**config.mk**
```make
export PLATFORM = sky130hd
export DESIGN_NAME = osce_top
export DESIGN_NICKNAME = d
export VERILOG_FILES = /design/src/rtl/osce_pkg.sv /design/src/rtl/osce_top.sv /design/src/rtl/osce_sync.sv
export SDC_FILE = /design/constraint.sdc
export NUM_CORES = 1
export LEC_CHECK = 0
export BUFFER_PORTS_ARGS = -buffer_cell sky130_fd_sc_hd__buf_2
export CORE_MARGIN = 10
export CORE_UTILIZATION = 45
export CTS_CLUSTER_SIZE = 16
export DETAILED_ROUTE_END_ITERATION = 6
export HOLD_SLACK_MARGIN = 0.02
export PLACE_DENSITY_LB_ADDON = 0.15
export SYNTH_ARGS = -nofsm -noshare
export SYNTH_HDL_FRONTEND = slang
export SYNTH_HIERARCHICAL = 1
export SYNTH_SLANG_ARGS = --single-unit
```
**constraint.sdc**
```tcl
create_clock -name pclk -period 2.69 [get_ports pclk]
set_input_delay 0.4035 -clock pclk [delete_from_list [all_inputs] [get_ports pclk]]
set_output_delay 0.4035 -clock pclk [all_outputs]
set_load 0.03 [all_outputs]
```
**src/rtl/osce_pkg.sv**
```systemverilog
// constants, encodings and decode functions for the oscillator source enable block
package osce_pkg;

    localparam int unsigned APB_AW = 8;
    localparam int unsigned APB_DW = 32;

    // register byte addresses
    localparam logic [7:0] ADDR_CTRL  = 8'h00;
    localparam logic [7:0] ADDR_CTRL2 = 8'h04;
    localparam logic [7:0] ADDR_TUNE  = 8'h08;
    localparam logic [7:0] ADDR_TIMER1_CONTROL_REG = 8'h0C;
    localparam logic [7:0] ADDR_AUX   = 8'h10;
    localparam logic [7:0] ADDR_STAT  = 8'h14;

    // field positions
    localparam int unsigned CTRL_IFS_LSB    = 4;
    localparam int unsigned CTRL_STABLE_BIT = 2;
    localparam int unsigned CTRL_SCS_LSB    = 0;
    localparam int unsigned CTRL2_PDO_BIT   = 2;
    localparam int unsigned TUNE_LFPS_BIT   = 7;
    localparam int unsigned TUNE_TUN_LSB    = 0;
    localparam int unsigned T1_SOSC_BIT     = 0;
    localparam int unsigned AUX_WDT_SW_BIT  = 0;
    localparam int unsigned STAT_PRI_BIT    = 0;
    localparam int unsigned STAT_SEC_BIT    = 1;
    localparam int unsigned STAT_LF_BIT     = 2;
    localparam int unsigned STAT_HF_BIT     = 3;
    localparam int unsigned STAT_CKO_BIT    = 4;

    // reset values
    localparam logic [2:0] IFS_RST  = 3'h3;
    localparam logic [1:0] SCS_RST  = 2'h0;
    localparam logic       PDO_RST  = 1'b1;
    localparam logic       LFPS_RST = 1'b0;
    localparam logic [5:0] TUN_RST  = 6'h00;

    // internal frequency select codes
    localparam logic [2:0] IFS_31K  = 3'h0;
    localparam logic [2:0] IFS_250K = 3'h1;
    localparam logic [2:0] IFS_500K = 3'h2;
    localparam logic [2:0] IFS_1M   = 3'h3;
    localparam logic [2:0] IFS_2M   = 3'h4;
    localparam logic [2:0] IFS_4M   = 3'h5;
    localparam logic [2:0] IFS_8M   = 3'h6;
    localparam logic [2:0] IFS_16M  = 3'h7;

    // clock select field
    localparam logic [1:0] SCS_PRIMARY   = 2'h0;
    localparam logic [1:0] SCS_SECONDARY = 2'h1;
    localparam int unsigned SCS_INT_BIT  = 1;

    // primary oscillator mode field
    localparam logic [3:0] MODE_LP         = 4'h0;
    localparam logic [3:0] MODE_XT         = 4'h1;
    localparam logic [3:0] MODE_HS         = 4'h2;
    localparam logic [3:0] MODE_RC_DIVIDED_CLOCK_OUT  = 4'h3;
    localparam logic [3:0] MODE_RC_IO      = 4'h4;
    localparam logic [3:0] MODE_ECH_DIVIDED_CLOCK_OUT = 4'h5;
    localparam logic [3:0] MODE_ECH_IO     = 4'h6;
    localparam logic [3:0] MODE_ECM_DIVIDED_CLOCK_OUT = 4'h7;
    localparam logic [3:0] MODE_ECM_IO     = 4'h8;
    localparam logic [3:0] MODE_ECL_DIVIDED_CLOCK_OUT = 4'h9;
    localparam logic [3:0] MODE_ECL_IO     = 4'hA;
    localparam logic [3:0] MODE_INT_IO     = 4'hB;
    localparam logic [3:0] MODE_INT_DIVIDED_CLOCK_OUT = 4'hC;

    // amplifier gain and external clock power levels
    localparam logic [1:0] LVL_OFF  = 2'h0;
    localparam logic [1:0] LVL_LOW  = 2'h1;
    localparam logic [1:0] LVL_MID  = 2'h2;
    localparam logic [1:0] LVL_HIGH = 2'h3;

    // synchroniser lanes
    localparam int unsigned SYNC_W    = 5;
    localparam int unsigned SYN_XIN   = 0;
    localparam int unsigned SYN_SOSC  = 1;
    localparam int unsigned SYN_LF    = 2;
    localparam int unsigned SYN_HF    = 3;
    localparam int unsigned SYN_HFRDY = 4;

    localparam int unsigned PS_W = 10;

    // postscaler division of the 16 MHz source, in source edges per tick
    function automatic logic [PS_W-1:0] osce_ps_div(input logic [2:0] ifs);
        case (ifs)
            IFS_16M:  osce_ps_div = 10'h001;
            IFS_8M:   osce_ps_div = 10'h002;
            IFS_4M:   osce_ps_div = 10'h004;
            IFS_2M:   osce_ps_div = 10'h008;
            IFS_1M:   osce_ps_div = 10'h010;
            IFS_500K: osce_ps_div = 10'h020;
            IFS_250K: osce_ps_div = 10'h040;
            default:  osce_ps_div = 10'h200;
        endcase
    endfunction : osce_ps_div

    function automatic logic osce_is_internal(input logic [3:0] m);
        osce_is_internal = (m == MODE_INT_IO) || (m == MODE_INT_DIVIDED_CLOCK_OUT);
    endfunction : osce_is_internal

    function automatic logic osce_has_divided_clock_out(input logic [3:0] m);
        osce_has_divided_clock_out = (m == MODE_RC_DIVIDED_CLOCK_OUT) || (m == MODE_ECH_DIVIDED_CLOCK_OUT) || (m == MODE_ECM_DIVIDED_CLOCK_OUT)
                          || (m == MODE_ECL_DIVIDED_CLOCK_OUT) || (m == MODE_INT_DIVIDED_CLOCK_OUT);
    endfunction : osce_has_divided_clock_out

    function automatic logic [1:0] osce_gain(input logic [3:0] m);
        case (m)
            MODE_LP: osce_gain = LVL_LOW;
            MODE_XT: osce_gain = LVL_MID;
            MODE_HS: osce_gain = LVL_HIGH;
            default: osce_gain = LVL_OFF;
        endcase
    endfunction : osce_gain

    function automatic logic [1:0] osce_ec_power(input logic [3:0] m);
        case (m)
            MODE_ECL_DIVIDED_CLOCK_OUT, MODE_ECL_IO: osce_ec_power = LVL_LOW;
            MODE_ECM_DIVIDED_CLOCK_OUT, MODE_ECM_IO: osce_ec_power = LVL_MID;
            MODE_ECH_DIVIDED_CLOCK_OUT, MODE_ECH_IO: osce_ec_power = LVL_HIGH;
            default:                      osce_ec_power = LVL_OFF;
        endcase
    endfunction : osce_ec_power

endpackage : osce_pkg

```
**src/rtl/osce_top.sv**
```systemverilog
// oscillator source enable logic with apb register access
//
// Overview of operation
// - primary mode from four-bit configuration field
// - software bit enables primary when allowed
// - primary kept running while system clock
// - crystal gain low, intermediate, highest by mode
// - rc mode uses input pin, output configurable
// - output pin clock is oscillator over four
// - external clock low, medium, high power
// - internal mode frees input pin, output optional
// - secondary oscillator follows its enable bit
// - low oscillator clocks timers and monitor
// - low oscillator enabled by timer conditions
// - low oscillator enabled for low path
// - eight postscaled frequencies, 1 MHz default
// - low path select picks 31 kHz source
// - high oscillator enabled by select conditions
// - read-only flag shows high oscillator stable
// - frequency select code decoding
// - clock select field decoding
// - primary drive bit resets to one
//
// The APB interface to the registers and the placing of the registers were left to the implementer.
`timescale 1ns/1ps
module osce_top (
    input  wire logic                          pclk,
    input  wire logic                          presetn,
    input  wire logic [osce_pkg::APB_AW-1:0]   paddr,
    input  wire logic                          psel,
    input  wire logic                          penable,
    input  wire logic                          pwrite,
    input  wire logic [osce_pkg::APB_DW-1:0]   pwdata,
    output logic                               pready,
    output logic      [osce_pkg::APB_DW-1:0]   prdata,
    output logic                               pslverr,
    input  wire logic [3:0]                    config_mode_field,
    input  wire logic                          primary_sw_control_cfg,
    input  wire logic                          powerup_timer_disable_n,
    input  wire logic                          watchdog_cfg_enable,
    input  wire logic                          failsafe_monitor_enable,
    input  wire logic                          two_speed_start_enable,
    input  wire logic                          crystal_in_pin,
    input  wire logic                          secondary_osc_in,
    input  wire logic                          lf_osc_in,
    input  wire logic                          hf_osc_in,
    input  wire logic                          hf_osc_ready,
    input  wire logic                          gpio_out_data,
    input  wire logic                          gpio_out_oe_n,
    output logic                               primary_osc_enable,
    output logic      [1:0]                    crystal_gain,
    output logic      [1:0]                    ec_power,
    output logic                               secondary_osc_run,
    output logic                               lf_osc_enable,
    output logic                               hf_osc_enable,
    output logic                               lf_timer_tick,
    output logic                               crystal_in_is_io,
    output logic                               crystal_out_o,
    output logic                               crystal_out_oe_n,
    output logic                               crystal_out_is_clock
);
    import osce_pkg::*;

    // registers
    logic [2:0]            internal_freq_select;
    logic [1:0]            clock_select_field;
    logic                  primary_drive_on;
    logic                  low_freq_path_select;
    logic [5:0]            tune_value;
    logic                  secondary_osc_enable;
    logic                  watchdog_sw_enable;
    logic [PS_W-1:0]       ps_cnt;
    logic [1:0]            div_cnt;

    // synchronised oscillator inputs
    logic [SYNC_W-1:0]     sync_level;
    logic [SYNC_W-1:0]     sync_rise;

    osce_sync u_sync (
        .pclk     (pclk),
        .presetn  (presetn),
        .async_in ({hf_osc_ready, hf_osc_in, lf_osc_in, secondary_osc_in, crystal_in_pin}),
        .level    (sync_level),
        .rise     (sync_rise)
    );

    // apb decode
    wire              setup_phase = psel & ~penable;
    wire              access      = psel & penable;
    wire              hit_ctrl    = (paddr == ADDR_CTRL);
    wire              hit_ctrl2   = (paddr == ADDR_CTRL2);
    wire              hit_tune    = (paddr == ADDR_TUNE);
    wire              hit_t1      = (paddr == ADDR_TIMER1_CONTROL_REG);
    wire              hit_aux     = (paddr == ADDR_AUX);
    wire              hit_stat    = (paddr == ADDR_STAT);
    wire              hit_any     = hit_ctrl | hit_ctrl2 | hit_tune | hit_t1 | hit_aux | hit_stat;
    wire              wr_en       = access & pwrite & hit_any;

    assign pready  = 1'b1;
    assign pslverr = access & ~hit_any;

    // mode decode
    wire              mode_int    = osce_is_internal(config_mode_field);
    wire              mode_cko    = osce_has_divided_clock_out(config_mode_field);
    wire              scs_int     = clock_select_field[SCS_INT_BIT];
    wire              scs_sec     = (clock_select_field == SCS_SECONDARY);
    wire              scs_pri     = (clock_select_field == SCS_PRIMARY);
    wire              low_path    = (internal_freq_select == IFS_31K) & ~low_freq_path_select;
    wire              hf_path     = ~low_path;
    wire              hf_stable   = hf_osc_enable & sync_level[SYN_HFRDY];

    // oscillator enables
    wire next_primary_en = ~primary_sw_control_cfg | primary_drive_on | scs_pri;
    wire next_lf_en      = ~powerup_timer_disable_n | watchdog_cfg_enable
                         | (~watchdog_cfg_enable & watchdog_sw_enable)
                         | failsafe_monitor_enable;
    wire next_lf_path_en = low_path & (scs_int | mode_int | two_speed_start_enable);
    wire next_hf_en      = hf_path & (scs_int | mode_int | two_speed_start_enable
                         | failsafe_monitor_enable);

    // postscaler on the 16 MHz source; division 1 ticks on every source edge
    wire [PS_W-1:0] ps_last   = osce_ps_div(internal_freq_select) - 10'h001;
    wire            ps_tick   = sync_rise[SYN_HF] & hf_osc_enable & (ps_cnt >= ps_last);
    wire            lf_tick   = sync_rise[SYN_LF] & lf_osc_enable;
    wire            int_tick  = low_path ? lf_tick : ps_tick;
    wire            pri_tick  = mode_int ? int_tick : (sync_rise[SYN_XIN] & primary_osc_enable);
    wire            sec_tick  = sync_rise[SYN_SOSC] & secondary_osc_run;
    wire            sel_tick  = scs_int ? int_tick : (scs_sec ? sec_tick : pri_tick);

    wire [PS_W-1:0] next_ps_cnt = (ps_tick || ps_cnt > ps_last) ? '0
                                : (sync_rise[SYN_HF] ? ps_cnt + 10'h001 : ps_cnt);

    always_ff @(posedge pclk or negedge presetn) begin
        if (!presetn) begin
            ps_cnt  <= '0;
            div_cnt <= 2'h0;
        end else begin
            ps_cnt <= next_ps_cnt;
            if (sel_tick) begin
                div_cnt <= div_cnt + 2'h1;
            end
        end
    end

    // register writes
    always_ff @(posedge pclk or negedge presetn) begin
        if (!presetn) begin
            internal_freq_select <= IFS_RST;
            clock_select_field   <= SCS_RST;
        end else if (wr_en && hit_ctrl) begin
            internal_freq_select <= pwdata[CTRL_IFS_LSB +: 3];
            clock_select_field   <= pwdata[CTRL_SCS_LSB +: 2];
        end
    end

    always_ff @(posedge pclk or negedge presetn) begin
        if (!presetn) begin
            primary_drive_on <= PDO_RST;
        end else if (wr_en && hit_ctrl2) begin
            primary_drive_on <= pwdata[CTRL2_PDO_BIT];
        end
    end

    always_ff @(posedge pclk or negedge presetn) begin
        if (!presetn) begin
            low_freq_path_select <= LFPS_RST;
            tune_value           <= TUN_RST;
        end else if (wr_en && hit_tune) begin
            low_freq_path_select <= pwdata[TUNE_LFPS_BIT];
            tune_value           <= pwdata[TUNE_TUN_LSB +: 6];
        end
    end

    always_ff @(posedge pclk or negedge presetn) begin
        if (!presetn) begin
            secondary_osc_enable <= 1'b0;
            watchdog_sw_enable   <= 1'b0;
        end else begin
            if (wr_en && hit_t1) begin
                secondary_osc_enable <= pwdata[T1_SOSC_BIT];
            end
            if (wr_en && hit_aux) begin
                watchdog_sw_enable <= pwdata[AUX_WDT_SW_BIT];
            end
        end
    end

    // read mux, captured in the setup phase so prdata is a flop
    logic [APB_DW-1:0] rd_mux;
    always_comb begin
        rd_mux = '0;
        if (hit_ctrl) begin
            rd_mux[CTRL_IFS_LSB +: 3]  = internal_freq_select;
            rd_mux[CTRL_STABLE_BIT]    = hf_stable;
            rd_mux[CTRL_SCS_LSB +: 2]  = clock_select_field;
        end
        if (hit_ctrl2) begin
            rd_mux[CTRL2_PDO_BIT] = primary_drive_on;
        end
        if (hit_tune) begin
            rd_mux[TUNE_LFPS_BIT]      = low_freq_path_select;
            rd_mux[TUNE_TUN_LSB +: 6]  = tune_value;
        end
        if (hit_t1) begin
            rd_mux[T1_SOSC_BIT] = secondary_osc_enable;
        end
        if (hit_aux) begin
            rd_mux[AUX_WDT_SW_BIT] = watchdog_sw_enable;
        end
        if (hit_stat) begin
            rd_mux[STAT_PRI_BIT] = primary_osc_enable;
            rd_mux[STAT_SEC_BIT] = secondary_osc_run;
            rd_mux[STAT_LF_BIT]  = lf_osc_enable;
            rd_mux[STAT_HF_BIT]  = hf_osc_enable;
            rd_mux[STAT_CKO_BIT] = crystal_out_is_clock;
        end
    end

    always_ff @(posedge pclk or negedge presetn) begin
        if (!presetn) begin
            prdata <= '0;
        end else if (setup_phase && !pwrite) begin
            prdata <= rd_mux;
        end
    end

    // registered outputs
    always_ff @(posedge pclk or negedge presetn) begin
        if (!presetn) begin
            primary_osc_enable   <= 1'b1;
            crystal_gain         <= LVL_OFF;
            ec_power             <= LVL_OFF;
            secondary_osc_run    <= 1'b0;
            lf_osc_enable        <= 1'b0;
            hf_osc_enable        <= 1'b0;
            lf_timer_tick        <= 1'b0;
            crystal_in_is_io     <= 1'b0;
            crystal_out_is_clock <= 1'b0;
            crystal_out_o        <= 1'b0;
            crystal_out_oe_n     <= 1'b1;
        end else begin
            primary_osc_enable   <= next_primary_en;
            crystal_gain         <= next_primary_en ? osce_gain(config_mode_field) : LVL_OFF;
            ec_power             <= next_primary_en ? osce_ec_power(config_mode_field) : LVL_OFF;
            secondary_osc_run    <= secondary_osc_enable;
            lf_osc_enable        <= next_lf_en | next_lf_path_en;
            hf_osc_enable        <= next_hf_en;
            lf_timer_tick        <= lf_tick;
            crystal_in_is_io     <= mode_int;
            crystal_out_is_clock <= mode_cko;
            // clock mode drives the pin; io mode passes port logic through
            crystal_out_o        <= mode_cko ? div_cnt[1] : gpio_out_data;
            crystal_out_oe_n     <= mode_cko ? 1'b0 : gpio_out_oe_n;
        end
    end
endmodule : osce_top

```
**src/rtl/osce_sync.sv**
```systemverilog
// three-stage synchronisers with agreement filter and rising-edge pulse
`timescale 1ns/1ps
module osce_sync (
    input  wire logic                         pclk,
    input  wire logic                         presetn,
    input  wire logic [osce_pkg::SYNC_W-1:0]  async_in,
    output logic      [osce_pkg::SYNC_W-1:0]  level,
    output logic      [osce_pkg::SYNC_W-1:0]  rise
);
    import osce_pkg::*;

    logic [SYNC_W-1:0] stg1;
    logic [SYNC_W-1:0] stg2;
    logic [SYNC_W-1:0] stg3;
    logic [SYNC_W-1:0] agree;

    genvar g;
    generate
        for (g = 0; g < SYNC_W; g++) begin : g_lane
            always_ff @(posedge pclk or negedge presetn) begin
                if (!presetn) begin
                    stg1[g] <= 1'b0;
                    stg2[g] <= 1'b0;
                    stg3[g] <= 1'b0;
                end else begin
                    stg1[g] <= async_in[g];
                    stg2[g] <= stg1[g];
                    stg3[g] <= stg2[g];
                end
            end
            // stage one feeds only stage two
            assign agree[g] = (stg2[g] == stg3[g]);
            assign rise[g]  = agree[g] & stg2[g] & ~level[g];
            always_ff @(posedge pclk or negedge presetn) begin
                if (!presetn) begin
                    level[g] <= 1'b0;
                end else if (agree[g]) begin
                    level[g] <= stg2[g];
                end
            end
        end
    endgenerate

endmodule : osce_sync

```
==> results <==
- The flow ran to the end, but the final reports show violations.
- The checks that failed: negative setup slack.
- The per-instance average area after synthesis is 11.2 um2.
- At the worst endpoint, the required time is 2.97 ns.
- After detailed routing, the average wire length per cell comes to 15.4 um.
- The final setup violation count is 12.
- The finished layout holds 496 standard cells, fillers aside.
- The relative contribution of sequential cells to total power is 0.478.
- The chip height is 108 um.
- Among cell families on the critical path, the largest total delay comes from simple AND/OR/NAND/NOR gates.
- Setup repair after global routing could not meet its margin everywhere.
- After clock tree synthesis, the clock-pin slew on the worst setup and hold paths is 0.08 ns.
- The count of synthesis-stage warnings from yosys is 6.
- The first global-routing pass estimated 12.4 mm of wire.
- The critical path is of the reg -> reg type.
- Summed over all cells, the static leakage comes to 2.09 nW.
- Summed over all nets, the half-perimeter wirelength after detailed placement is 5.83 mm.
- The peak fanout along the critical path is 5.
- Wires add up to 7.65 mm.
- Together, buffers and inverters on the worst path number 0.
- The count of endpoints failing hold in the final timing report was 0.
- Synthesis produced a netlist whose cell count is 315.
- The maximum resistive drop on vdd is 0.296 mV.
- The detailed-route via count is 2,458.
- The minimum clock period is 2.79 ns.
- The via count of the first global-routing pass was 2,525.
- The worst slew slack as a fraction of its limit is 0.609.
- The power per cell area is 582 nW/um2.
- The sort of element at the start of the critical path is a register.
- The overall die width is 108 um.
- The clock arrives with 0.0102 ns of skew.
- For this run, the top clock speed supported by timing is 359 MHz.
- The number of antenna violations at the first check in global routing is 0.
- Buffers placed on the I/O ports in this run total 58.
- In this run the number of cells on the critical path is 11.
- The switching power summed over all nets is 0.730 mW.
- In this run the cell area of the synthesized design comes to 3520 um2.
- Data arrives at the worst endpoint at 3.06 ns.
- The core area is 7650 um2.
- For this configuration, the core starts out at a cell density of 0.460.
- For this run, the post-layout net count is 467.
- The total overflow reported by the global router is 0.
- The largest net degree at the start of global routing is 30.
- In the global route stage, overall resource usage came out at 0.132.
- The per-cell via count in the routed design is 4.96.
- TritonCTS built the clock tree.
- The top-level port count is 108.
- The later pin in the worst-skew pair is clocked with a latency of 0.35 ns.
- Relative to the synthesized area, the layout overhead comes to 22.1%.
- After floorplanning, the core was divided into 32 placement rows.
- The setup slack after layout is -0.0958 ns.
- The final number of max-transition violations came to 0.
- The cell-internal power is 1.77 mW.
- The die covers 11,800 um2.
- The number of nets with antenna violations after routing is 0.
- Across the run, the number of max-cap violations was 0.
- In the finished design, the share of the clock period the worst path needs comes to 1.04.
- No sink is reached through more buffers than the 2 on the longest clock path.
- The slowest cell on the critical path is sky130_fd_sc_hd__dfstp_2.
- The tightest min-delay check is of the in -> async type.
- The total inserted antenna cells is 0.
- After detailed placement, the design holds a cell count of 478.
- The worst slack at placement is -0.0979 ns.
- Clock tree synthesis inserted a total of 9 buffers.
- The share of total power dissipated in combinational logic is 0.174.
- Clock tree synthesis found a total of 68 sinks.
- In the final layout, the share of cells above drive strength 1 is 0.378.
- The fraction of power spent switching nets is 0.292.
- The clock network power share is 0.347.
- STA classifies the critical path endpoint as a register.
- The congestion estimate from routability-driven global placement came to 0.791.
- The final hold slack is 0.0471 ns.
- The number of H-tree branching levels is 3.
- The slew of the pin with the lowest slew margin is 0.585 ns.
- The maximum single-stage delay on the critical path is 0.61 ns.
- Traced cell by cell, the critical path runs through nand3_4 -> ha_4 -> mux2_4 -> o21a_1 -> ha_4 -> nand2_2 -> or3_4 -> o221ai_4 -> a211oi_2 -> nor3b_2 -> xor2_1.
- After detailed routing, the number of remaining DRC violations is 0.
- For this run, the detailed router's first-pass iteration total came to 4.
- The tree is rooted in a sky130_fd_sc_hd__clkbuf_8.
- Measured in cells, the most critical reg-to-reg path has a length of 11.
- The most frequent cell on the critical path is sky130_fd_sc_hd__ha_4.
- The detailed router finished its first iteration with 122 violations.
worst reg2reg max path, delay by kind of cell (launching register included):
kind,cells,cell delay (ns)
DFF,1,0.61
xor gates and xnor gates,1,0.15
muxes,1,0.29
AOI/OAI and AO/OA,3,0.53
and+or+nand+nor,4,0.67
adders and majority gates,2,0.46
what timing repair did:
action / 4_1_cts / 5_1_grt
setup buffers: 0 / 1
hold buffers: 0 / 0
setup endpoints to repair: 12 / 12
gates resized for setup: 1 / 21
pin swaps: 1 / 8
gates cloned: 0 / 1
endpoints found under the hold margin: 0 / 0
registers in the layout, indices dropped and copies added, names as in the netlist, 2 cells and up:
register / flops
ps_cnt: 10
prdata: 8
tune_value: 6
u_sync/level: 5
u_sync/stg1: 5
u_sync/stg2: 5
u_sync/stg3: 5
internal_freq_select: 3
clock_select_field: 2
crystal_gain: 2
div_cnt: 2
ec_power: 2
worst paths after layout:
path                                    startpoint  slack (ns)                      end
max                        internal_freq_select[1]        -0.1               div_cnt[1]
min                                        presetn        0.05                ps_cnt[6]
max reg2reg                internal_freq_select[1]        -0.1               div_cnt[1]
min reg2reg                         u_sync/stg1[2]        0.35           u_sync/stg2[2]
max in group asynchronous                  presetn        1.95  internal_freq_select[0]
min in group pclk                   crystal_in_pin        0.16           u_sync/stg1[0]
cell usage in the layout (no fill, tap or decap), drive strengths merged, types with 2 or more instances in the layout:
| cell type | instances |
|---|---|
| buf | 74 |
| dfrtp | 63 |
| nand2 | 29 |
| conb | 26 |
| mux2 | 22 |
| nor2 | 21 |
| ha | 17 |
| clkbuf | 13 |
| a21oi | 12 |
| o21ai | 12 |
| xor2 | 9 |
| nand3 | 9 |
| nor2b | 8 |
| inv | 8 |
| xnor2 | 6 |
| nor4 | 5 |
| mux2i | 5 |
| dfstp | 5 |
| nand2b | 4 |
| o31ai | 4 |
| o21a | 3 |
| nor3 | 3 |
| and2 | 3 |
| nand4 | 3 |
| or3 | 3 |
| a31oi | 2 |
| clkinv | 2 |
through the flow:
step	TNS (ns)	power (mW)	util	cell area, um2
after floorplan	-0.0281	1.50	-	3670
after global routing	-1.82	2.63	0.562	4300
after CTS	-0.650	2.49	0.546	4180
final	-0.738	2.50	0.562	4300
after detailed placement	-0.613	1.60	0.518	3970
after global placement	-0.590	1.59	0.518	3970
power by group through the flow:
stage               clock network, mW  registers [mW]  logic [mW]
global route                    0.938            1.21       0.488
detailed placement                  0            1.21       0.393
global placement                    0            1.21       0.381
floorplan                           0            1.22       0.283
CTS                             0.894            1.19       0.399
finish                          0.868            1.19       0.436
metal layers:
layer | vias up | track usage | routed length, um
met5 | - | 0 | 0
met4 | 0 | 0.0565 | 92
met3 | 7 | 0.0494 | 589
met2 | 67 | 0.200 | 3530
met1 | 1196 | 0.165 | 3440
li1 | 1188 | - | -
area by class of cell:
type                    count  area [um2]
fillers                   707        3350
multi-input cells         227        1770
flip-flops and latches     68        1710
repair buffers             75         460
clock buffers              12         155
well taps                 102         128
clock inverters             4        47.5
inverters                   8        30.0
No activity file was read; power rests on OpenSTA's default activity.
